File: src/logic/swk_pkg.sv
// swk_pkg: register map, field layout, reset values and carrier types
// for the selective-wake configuration block; used by logic and bench.
`default_nettype none
package swk_pkg;
  timeunit 1ns;
  timeprecision 1ps;
  // register indices as printed; byte address is four times the index
  localparam logic [7:0] IDX_CTRL      = 8'h20;
  localparam logic [7:0] IDX_BTL1      = 8'h21;
  localparam logic [7:0] IDX_BTL2      = 8'h22;
  localparam logic [7:0] IDX_ID3       = 8'h23;
  localparam logic [7:0] IDX_ID2       = 8'h24;
  localparam logic [7:0] IDX_ID1       = 8'h25;
  localparam logic [7:0] IDX_ID0       = 8'h26;
  localparam logic [7:0] IDX_MASK3     = 8'h27;
  localparam logic [7:0] IDX_MASK2     = 8'h28;
  localparam logic [7:0] IDX_MASK1     = 8'h29;
  localparam logic [7:0] IDX_MASK0     = 8'h2a;
  localparam logic [7:0] IDX_OPT       = 8'h30;
  localparam logic [7:0] IDX_CDR2      = 8'h31;
  localparam logic [7:0] IDX_STATUS    = 8'h32;
  // control register fields
  localparam int        CTRL_TRIM_BIT  = 7;
  localparam int        CTRL_KEY_HI    = 6;
  localparam int        CTRL_KEY_LO    = 5;
  localparam int        CTRL_TOIE_BIT  = 4;
  localparam int        CTRL_VALID_BIT = 0;
  localparam logic [1:0] KEY_UNLOCK    = 2'h3;
  localparam logic [7:0] CTRL_WMASK    = 8'hf1;
  localparam logic [7:0] CTRL_KEEP_RESTART = 8'hf0;
  localparam logic [7:0] SP_WMASK      = 8'h3f;
  localparam logic [7:0] ID0_WMASK     = 8'h7f;
  localparam logic [7:0] MASK0_WMASK   = 8'h7c;
  localparam logic [7:0] CDR2_WMASK    = 8'h03;
  // reset values
  localparam logic [7:0] RST_CTRL      = 8'h00;
  localparam logic [7:0] RST_BTL1      = 8'ha0;
  localparam logic [7:0] RST_BTL2      = 8'h33;
  localparam logic [7:0] RST_ZERO      = 8'h00;
  // sample quantum of the reset timing, so the matcher view is consistent in reset
  localparam logic [7:0] RST_QUANTUM   = 8'((16'(RST_BTL1) * 16'(RST_BTL2[5:0])) >> 6);
  // status register bit positions
  localparam int        ST_TIMEOUT_BIT = 0;
  localparam int        ST_ENABLED_BIT = 1;
  localparam int        ST_UNLOCK_BIT  = 2;

  // configuration handed to the wake-frame matcher
  typedef struct packed {
    logic [28:0] frame_id;
    logic [28:0] frame_id_mask;
    logic        remote_request_bit;
    logic        extended_format_select;
    logic [7:0]  quanta_per_bit;
    logic [5:0]  sample_fraction;
    logic [7:0]  sample_quantum;
    logic [1:0]  quantum_clock_select;
    logic [7:0]  low_power_receiver_options;
  } swk_cfg_t;

  typedef struct packed {
    logic [7:0] ctrl;
    logic [7:0] btl1;
    logic [7:0] btl2;
    logic [7:0] id3;
    logic [7:0] id2;
    logic [7:0] id1;
    logic [7:0] id0;
    logic [7:0] mask3;
    logic [7:0] mask2;
    logic [7:0] mask1;
    logic [7:0] mask0;
    logic [7:0] opt;
    logic [7:0] cdr2;
    logic       timeout_flag;
  } swk_regs_t;
endpackage
`default_nettype wire

File: src/logic/swk_config.sv
// swk_config: selective-wake control and configuration registers behind
// an AHB-Lite slave. Assumes one master, word transfers, one clock hclk.
// Mode events (restart, wake, bus time-out) arrive from same-clock logic.
//
// Overview of operation
// - top control bit enables oscillator calibration
// - calibration unlocks only when key equals 11
// - trimming syncs to the can transmit input
// - receiver option writes accepted only when unlocked
// - time-out drives interrupt only when enabled
// - time-out flag updates only with selective wake
// - control bits three to one read zero
// - selective wake enabled only with valid bit
// - valid clears on wake, reset, config change
// - restart clears control low nibble only
// - eight-bit quanta per bit time field
// - quanta reset a0, kept through restart
// - quantum length set by clock select field
// - six-bit sample fraction, top bits read zero
// - sample point resets to 33
// - first id register holds bits 28..21
// - second id register holds bits 20..13
// - third id register holds bits 12..5
// - standard ids sit in positions 28..18
// - mask bit one means identifier bit compared
// - low id register: id4..0, rtr, ide
`default_nettype none
module swk_config
  import swk_pkg::*;
(
  // clock and reset
  input  wire logic             hclk,
  input  wire logic             hresetn,
  // ahb-lite slave
  input  wire logic             hsel,
  input  wire logic [31:0]      haddr,
  input  wire logic [1:0]       htrans,
  input  wire logic             hwrite,
  input  wire logic [2:0]       hsize,
  input  wire logic [31:0]      hwdata,
  input  wire logic             hready,
  output logic      [31:0]      hrdata,
  output logic                  hreadyout,
  output logic                  hresp,
  // device mode events, same clock; restart and wake are one-cycle pulses, selective_wake_mode a level
  input  wire logic             restart_entry,
  input  wire logic             wake_event,
  input  wire logic             bus_timeout_event,
  input  wire logic             selective_wake_mode,
  // pin from host, asynchronous
  input  wire logic             can_transmit_input,
  // outputs to the rest of the device
  output logic                  oscillator_trim_enable,
  output logic                  trim_sync,
  output logic                  selective_wake_enable,
  output logic                  bus_timeout_irq,
  output swk_pkg::swk_cfg_t     wake_cfg
);
  timeunit 1ns;
  timeprecision 1ps;
  import swk_pkg::*;

  typedef struct packed {
    swk_regs_t  r;
    logic       ph_wr;
    logic [7:0] ph_idx;
    logic [31:0] rdata;
    logic       trim_en;
    logic       trim_sync;
    logic       swk_en;
    logic       irq;
    swk_cfg_t   cfg;
    logic [1:0] txd_sync;
  } swk_state_t;

  swk_state_t s;
  swk_state_t next_s;

  logic        addr_ok;
  logic [7:0]  addr_idx;
  logic [7:0]  wd;
  logic        unlocked;
  logic        cfg_change;
  logic        rd_take;
  logic [13:0] sp_product;

  // index from byte address; only aligned words inside the map decode
  assign addr_idx = haddr[9:2];
  assign addr_ok  = (haddr[31:10] == 22'h000000) && (haddr[1:0] == 2'h0);
  assign wd       = hwdata[7:0];
  // reads are answered from the address phase so hrdata stands in the data phase
  assign rd_take  = hsel && hready && htrans[1] && !hwrite && addr_ok;
  assign unlocked = (s.r.ctrl[CTRL_KEY_HI:CTRL_KEY_LO] == KEY_UNLOCK);
  // sample quantum = quanta * fraction / 64, truncated
  assign sp_product = s.r.btl1 * s.r.btl2[5:0];

  // next state: bus phases, register writes, events and derived outputs
  always_comb begin
    next_s     = s;
    cfg_change = 1'b0;
    // address phase capture; the slave is always ready
    next_s.ph_wr  = hsel && hready && htrans[1] && hwrite && addr_ok;
    next_s.ph_idx = addr_idx;
    next_s.rdata  = 32'h00000000;
    // data phase write
    if (s.ph_wr) begin
      case (s.ph_idx)
        IDX_CTRL: begin
          // valid bit written by host; all other fields plain storage
          next_s.r.ctrl = wd & CTRL_WMASK;
        end
        IDX_BTL1:  begin next_s.r.btl1  = wd;               cfg_change = 1'b1; end
        IDX_BTL2:  begin next_s.r.btl2  = wd & SP_WMASK;    cfg_change = 1'b1; end
        IDX_ID3:   begin next_s.r.id3   = wd;               cfg_change = 1'b1; end
        IDX_ID2:   begin next_s.r.id2   = wd;               cfg_change = 1'b1; end
        IDX_ID1:   begin next_s.r.id1   = wd;               cfg_change = 1'b1; end
        IDX_ID0:   begin next_s.r.id0   = wd & ID0_WMASK;   cfg_change = 1'b1; end
        IDX_MASK3: begin next_s.r.mask3 = wd;               cfg_change = 1'b1; end
        IDX_MASK2: begin next_s.r.mask2 = wd;               cfg_change = 1'b1; end
        IDX_MASK1: begin next_s.r.mask1 = wd;               cfg_change = 1'b1; end
        IDX_MASK0: begin next_s.r.mask0 = wd & MASK0_WMASK; cfg_change = 1'b1; end
        IDX_OPT: begin
          // locked writes are dropped silently
          if (unlocked) begin
            next_s.r.opt = wd;
          end
        end
        IDX_CDR2:  begin next_s.r.cdr2  = wd & CDR2_WMASK;  cfg_change = 1'b1; end
        default: begin
        end
      endcase
    end
    // a config write other than to the option register, or a wake, drops validity, overriding a host set
    if (cfg_change || wake_event) begin
      next_s.r.ctrl[CTRL_VALID_BIT] = 1'b0;
    end
    // restart keeps the upper nibble, other registers keep their value
    if (restart_entry) begin
      next_s.r.ctrl = s.r.ctrl & CTRL_KEEP_RESTART;
    end
    // flag tracks time-out only while selective wake mode is on
    if (selective_wake_mode) begin
      next_s.r.timeout_flag = bus_timeout_event;
    end
    // read mux on the updated registers: a read right after a write sees the new
    // value; reserved bits are masked at write time so they read zero
    if (rd_take) begin
      case (addr_idx)
        IDX_CTRL:   next_s.rdata[7:0] = next_s.r.ctrl;
        IDX_BTL1:   next_s.rdata[7:0] = next_s.r.btl1;
        IDX_BTL2:   next_s.rdata[7:0] = next_s.r.btl2;
        IDX_ID3:    next_s.rdata[7:0] = next_s.r.id3;
        IDX_ID2:    next_s.rdata[7:0] = next_s.r.id2;
        IDX_ID1:    next_s.rdata[7:0] = next_s.r.id1;
        IDX_ID0:    next_s.rdata[7:0] = next_s.r.id0;
        IDX_MASK3:  next_s.rdata[7:0] = next_s.r.mask3;
        IDX_MASK2:  next_s.rdata[7:0] = next_s.r.mask2;
        IDX_MASK1:  next_s.rdata[7:0] = next_s.r.mask1;
        IDX_MASK0:  next_s.rdata[7:0] = next_s.r.mask0;
        IDX_OPT:    next_s.rdata[7:0] = next_s.r.opt;
        IDX_CDR2:   next_s.rdata[7:0] = next_s.r.cdr2;
        IDX_STATUS: begin
          next_s.rdata[ST_TIMEOUT_BIT] = next_s.r.timeout_flag;
          next_s.rdata[ST_ENABLED_BIT] = s.swk_en;
          next_s.rdata[ST_UNLOCK_BIT]  = unlocked;
        end
        default:    next_s.rdata = 32'h00000000;
      endcase
    end
    // outputs from the registered state
    next_s.trim_en   = s.r.ctrl[CTRL_TRIM_BIT] && unlocked;
    next_s.txd_sync  = {s.txd_sync[0], can_transmit_input};
    next_s.trim_sync = s.trim_en && s.txd_sync[1];
    next_s.swk_en    = s.r.ctrl[CTRL_VALID_BIT] && selective_wake_mode;
    next_s.irq       = s.r.timeout_flag && s.r.ctrl[CTRL_TOIE_BIT];
    // matcher view; standard ids live in positions 28..18
    next_s.cfg.frame_id      = {s.r.id3, s.r.id2, s.r.id1, s.r.id0[6:2]};
    next_s.cfg.frame_id_mask = {s.r.mask3, s.r.mask2, s.r.mask1, s.r.mask0[6:2]};
    next_s.cfg.remote_request_bit     = s.r.id0[1];
    next_s.cfg.extended_format_select = s.r.id0[0];
    next_s.cfg.quanta_per_bit         = s.r.btl1;
    next_s.cfg.sample_fraction        = s.r.btl2[5:0];
    next_s.cfg.sample_quantum         = sp_product[13:6];
    next_s.cfg.quantum_clock_select   = s.r.cdr2[1:0];
    next_s.cfg.low_power_receiver_options = s.r.opt;
  end

  // single state register; reset gives power-on / soft reset values
  always_ff @(posedge hclk or negedge hresetn) begin
    if (!hresetn) begin
      s        <= '0;
      s.r.ctrl <= RST_CTRL;
      s.r.btl1 <= RST_BTL1;
      s.r.btl2 <= RST_BTL2;
      s.cfg.quanta_per_bit  <= RST_BTL1;
      s.cfg.sample_fraction <= RST_BTL2[5:0];
      s.cfg.sample_quantum  <= RST_QUANTUM;
    end else begin
      s <= next_s;
    end
  end

  assign hrdata                 = s.rdata;
  assign hreadyout              = 1'b1;
  assign hresp                  = 1'b0;
  assign oscillator_trim_enable = s.trim_en;
  assign trim_sync              = s.trim_sync;
  assign selective_wake_enable  = s.swk_en;
  assign bus_timeout_irq        = s.irq;
  assign wake_cfg               = s.cfg;
endmodule
`default_nettype wire

File: config.mk
export PLATFORM = sky130hd
export DESIGN_NAME = swk_config
export DESIGN_NICKNAME = d
export VERILOG_FILES = /design/src/logic/swk_pkg.sv /design/src/logic/swk_config.sv
export SDC_FILE = /design/constraint.sdc
export NUM_CORES = 1
export LEC_CHECK = 0
export BUFFER_PORTS_ARGS = -buffer_cell sky130_fd_sc_hd__buf_2
export CAP_MARGIN = 20
export CORE_UTILIZATION = 45
export CTS_CLUSTER_DIAMETER = 120
export DETAILED_ROUTE_END_ITERATION = 8
export PLACE_DENSITY = 0.7
export RECOVER_POWER = 50
export SLEW_MARGIN = 20
export SYNTH_ARGS = -nofsm -noshare
export SYNTH_HDL_FRONTEND = slang
export SYNTH_SLANG_ARGS = --single-unit
File: constraint.sdc
create_clock -name hclk -period 9.8 [get_ports hclk]
set_clock_uncertainty 0.1 [all_clocks]
set_input_delay 0.49 -clock hclk [delete_from_list [all_inputs] [get_ports hclk]]
set_output_delay 0.49 -clock hclk [all_outputs]
set_load 0.05 [all_outputs]
Word-level counts from Yosys, hierarchy flattened

Index checks and enable logic that the tools add are counted.

Register bits: 244
Latch bits: 0
Bits in writable memories: 0
Bits in read-only memories: 0
Output and inout port bits: 130
Memories kept: 0

$add $sub $neg: 0
Multipliers: 1
Div/mod/pow operators: 0
$lt $le $gt $ge: 0
Equal/unequal tests: 28
Shifts and indexed selects: 0
Mux-type cells: 23
Bitwise operators: 0
Reductions and logical operators: 16

Operators by type and width:

| cell                                                            | count |
|---|---|
| 8-bit by 6-bit == test with 1-bit output, second input constant | 27 |
| 8-bit 2-to-1 mux                                                | 16 |
| 104-bit 2-to-1 mux                                              | 1 |
| 5-bit one-hot mux with 13 select lines                          | 1 |
| 3-bit one-hot mux with 14 select lines                          | 1 |
| 22-bit zero test                                                | 1 |
| 8-bit by 6-bit multiplier with 14-bit output                    | 1 |
| 1-bit logical AND                                               | 11 |
| 11-bit OR reduction                                             | 1 |
| 1-bit 2-to-1 mux                                                | 4 |
| 2-bit == test, second input constant                            | 1 |
| 2-bit zero test                                                 | 1 |
| 1-bit zero test                                                 | 1 |
| 1-bit logical OR                                                | 1 |

Logic depth before layout (Yosys ltp)

Depth in word-level cells: 9
Gate-level depth with buffers: 14

Least setup slack after synthesis

No wires, ideal clock.

Path kind: reg2reg
Start: register s, in the netlist next_s[20]
End: register s, in the netlist wake_cfg[17]
Setup time: 0.079 ns
Arrival: 3.399 ns
Setup slack: 6.222 ns
Cell stages (with the launch flop): 14
Buffers on the path: 0
Cells stage by stage: dfstp_2 and2_1 fa_1 inv_1 fa_1 fa_1 inv_1 ha_1 nand4b_1 o31a_1 o211ai_1 a31oi_1 o21bai_1 xor2_1

RTL lines:

| item                   | line              | RTL |
|---|---|---|
| start, declared        | swk_config.sv:76  | `swk_state_t s;` |
| start signal, assigned | swk_config.sv:199 | `s <= next_s;` |

==> impl_metrics.tcl <==
set metrics [dict create \
    synthesis.area_um2 10200 \
    netlist-cell-type-count 66 \
    antenna_cells_inserted 0 \
    synthMuxAreaShare 0.0984 \
    maxcap_violations 1 \
    count_of_boundary_i_o_pins 209 \
    outcome "complete, but fails checks" \
    startpoint_type "flop" \
    grt.overflow.total 0 \
    register_bit_total_from_synthesis 220 \
    groute.usage.overall 0.200 \
    count_of_clock_tree_sinks 220 \
    synth_xor_xnor_area_share 0.00599 \
    dr_total_vias 6142 \
    htree_num_levels 1 \
    worst_hold_path.endpoint "s[135]$_DFF_PN0_" \
    largest_family_of_logic_cells_by_synthesized_area "buffers and inverters" \
    wire_length_of_the_first_global_routing_pass_um 35600 \
    cp_data_required_time_ps 10120 \
    final-hold-violation-count 0 \
    violations_in_the_final_reports "design-rule violations, max-capacitance violations, max-slew violations" \
    grt.busiest_layer "met2" \
    maximum_vdd_drop_mv 0.100 \
    syn-mean-instance-area_um2 12.6 \
    commonest_cells_after_routing_fill_and_taps_aside "201 x dfrtp_1, 108 x buf_2, 75 x mux2_2, 60 x and2_1, 54 x inv_1" \
    placementRows 54 \
    synth-async-reset-ratio 1.00 \
    largest_net_degree_at_the_start_of_global_routing 136 \
    place.port_buffers 154 \
    r2r_start "next_s[31]$_DFF_PN1_" \
    finish.net_count 1000 \
    fin_crit_sh 0.411 \
    yosysWarningCount 0 \
    setup-violations-final 0 \
    path_clk_slew_ps 60 \
    slew_violations 56 \
    initial_utilization 0.463 \
    worstPathMaxFanout 8 \
    met2_usage_grt 0.317 \
    worstRegToRegCells 13 \
    timing_worst_setup_path_type "reg -> reg" \
    finalCriticalPeriod_ps 4020 \
    root_buffer "clkbuf_16" \
    most_common_cell_after_layout_fill_and_taps_aside "dfrtp_1" \
    post_synth_fa_ha_maj_area_fraction 0.0702 \
    timing.setup.tns_ps 0 \
    timing.hold.worst.class "in -> reg" \
    area_inside_the_core_boundary_um2 22100 \
    regToRegSetupSlack_ps 5780 \
    fmax_mhz 249 \
    die-area_um2 23300 \
    drive_above_1_share 0.282 \
    vertical_die_dimension_um 153 \
    power_leakage_nw 5.26 \
    groute.layer.met1.usage 0.283 \
    tritoncts "built" \
    worst_r2r_endpoint "wake_cfg[17]$_DFF_PN0_" \
    number_of_antenna_violations_at_the_first_check_in_global_routing 0 \
    cts-buffers-inserted 23 \
    critical_path.endpoint_type "flop" \
    yosys.area_share.simple 0.110 \
    cp.arrival_ps 4340 \
    slew_headroom -1.08 \
    chipWidth_um 153 \
    drtPass1Iterations 9 \
    route.final.wire_length_um 22700 \
    worst_pin_slew_ps 3120 \
    dp.final_hpwl_um 16000 \
    netlist_instances 812 \
    drt.antenna.violating_nets 0 \
    use_met3 0.0287 \
    synth-edff-count 0 \
    power_density_nw_per_um2 199 \
    grt_setup_unrepaired "false" \
    worstHoldStart "haddr[7]" \
    clockBufferDepth 3 \
    wl_per_cell_um 19.3 \
    most_frequently_used_flop_master_after_synthesis "dfrtp_1" \
    vias_in_the_first_global_route 6299 \
    remaining_drc_errors 14 \
    viasPerCell 5.24 \
    drtIter0Drc 395 \
    holdPathStages 1 \
    final.hold.worst_slack_ps 34.6 \
    area_growth_syn_to_layout_pct 9.10 \
    synth_seq_area_share 0.540 \
    worstSkewPairLatency_ps 510 \
    globalplace.congestion 0.915 \
    synth_compound_gate_area_share 0.0538 \
]
-- how the worst max path moves through the flow --
| stage | endpoint | start |
|---|---|---|
| detailed placement | wake_cfg[17]$_DFF_PN0_ | next_s[30]$_DFF_PN0_ |
| CTS | wake_cfg[17]$_DFF_PN0_ | next_s[30]$_DFF_PN0_ |
| floorplan | wake_cfg[17]$_DFF_PN0_ | next_s[20]$_DFF_PN1_ |
| finish | wake_cfg[17]$_DFF_PN0_ | next_s[31]$_DFF_PN1_ |
| global route | wake_cfg[91]$_DFF_PN0_ | hresetn |
| global placement | wake_cfg[17]$_DFF_PN0_ | next_s[22]$_DFF_PN0_ |
-- cell type report --
cell class                      count  area (um2)
Fill cell                        1932       10900
Inverter                           54         203
Sequential cell                   220        5530
Tap cell                          280         350
Multi-Input combinational cell    418        3570
Timing Repair Buffer              161         791
Clock inverter                      8        75.1
Clock buffer                       32         649
-- metal layers --
metal	part of all wire	vias up
met4	0.026	0
met5	0	-
met2	0.46	263
met3	0.062	39
li1	-	2735
met1	0.45	3105
-- stage by stage --
stage / instance area (um2) / power (mW) / util / cells / setup WS [ps]
after floorplan: 10300 / 1.35 / - / 836 / 6220
after global placement: 10400 / 1.40 / 0.473 / 1129 / 5890
after detailed placement: 10500 / 1.40 / 0.473 / 1130 / 5870
after CTS: 11200 / 2.24 / 0.507 / 1171 / 5830
after global routing: 11200 / 2.32 / 0.505 / 1173 / 5320
final: 11200 / 2.22 / 0.505 / 1173 / 5780
-- critical path, stage by stage, from the launching register on --
cell and delay (ps):
dfstp_1 730, and2_1 220, fa_1 390, inv_1 90, fa_1 400, fa_1 490, inv_1 40, ha_1 280
nand4b_1 100, o31a_1 320, o211ai_1 270, a31oi_1 170, o21bai_1 180, xor2_1 160
-- synthesized netlist by cell type, types with 3 or more instances --
library cell	number	area, um2
a21oi_1	3	15.0
a221o_1	3	30.0
a221oi_1	6	52.6
a22o_1	13	114
a22oi_1	8	60.1
a31oi_1	7	43.8
and2_1	61	382
and3_1	7	43.8
buf_4	128	961
clkbuf_1	13	48.8
dfrtp_1	201	5030
dfstp_2	19	499
fa_1	24	480
ha_1	19	238
inv_1	54	203
mux2_2	75	845
mux2i_1	11	110
nand2_1	33	124
nand2b_1	5	31.3
nand3_1	11	55.1
nand3_2	7	70.1
nand4_1	3	18.8
nor2_1	14	52.6
nor2b_1	6	37.5
nor3_1	7	35.0
nor4_1	9	56.3
nor4bb_1	3	30.0
o21a_1	3	22.5
o31a_1	4	35.0
or4b_1	3	30.0
xnor2_1	6	52.6
-- kinds of logic after synthesis --
kind of cell,count (synthesis)
flip-flops,220
buffers and inverters,198
AND/OR/NAND/NOR,184
multiplexers,90
AO/OA/AOI/OAI,68
adder cells (fa/ha/maj),43
XOR/XNOR,7
other,2
-- registers in the layout, summed over array words and instances (netlist names) --
name and cells:
trim_sync 1, selective_wake_enable 1, oscillator_trim_enable 1, hrdata 8
next_s 85, wake_cfg 92, bus_timeout_irq 1, s 31
-- power breakdown --
group	internal, mW	switching [mW]	leakage (nW)
Clock	0.489	0.347	0.357
Sequential	0.974	0.0289	2.62
Combinational	0.111	0.269	2.29
-- timing repair --
action                     CTS  global route
setup endpoints to repair    0             0
hold buffers                 1             1
hold endpoints to repair     1            55
gates resized for setup      0             0
setup buffers                0             0
Power figures use the tool's default switching activity.
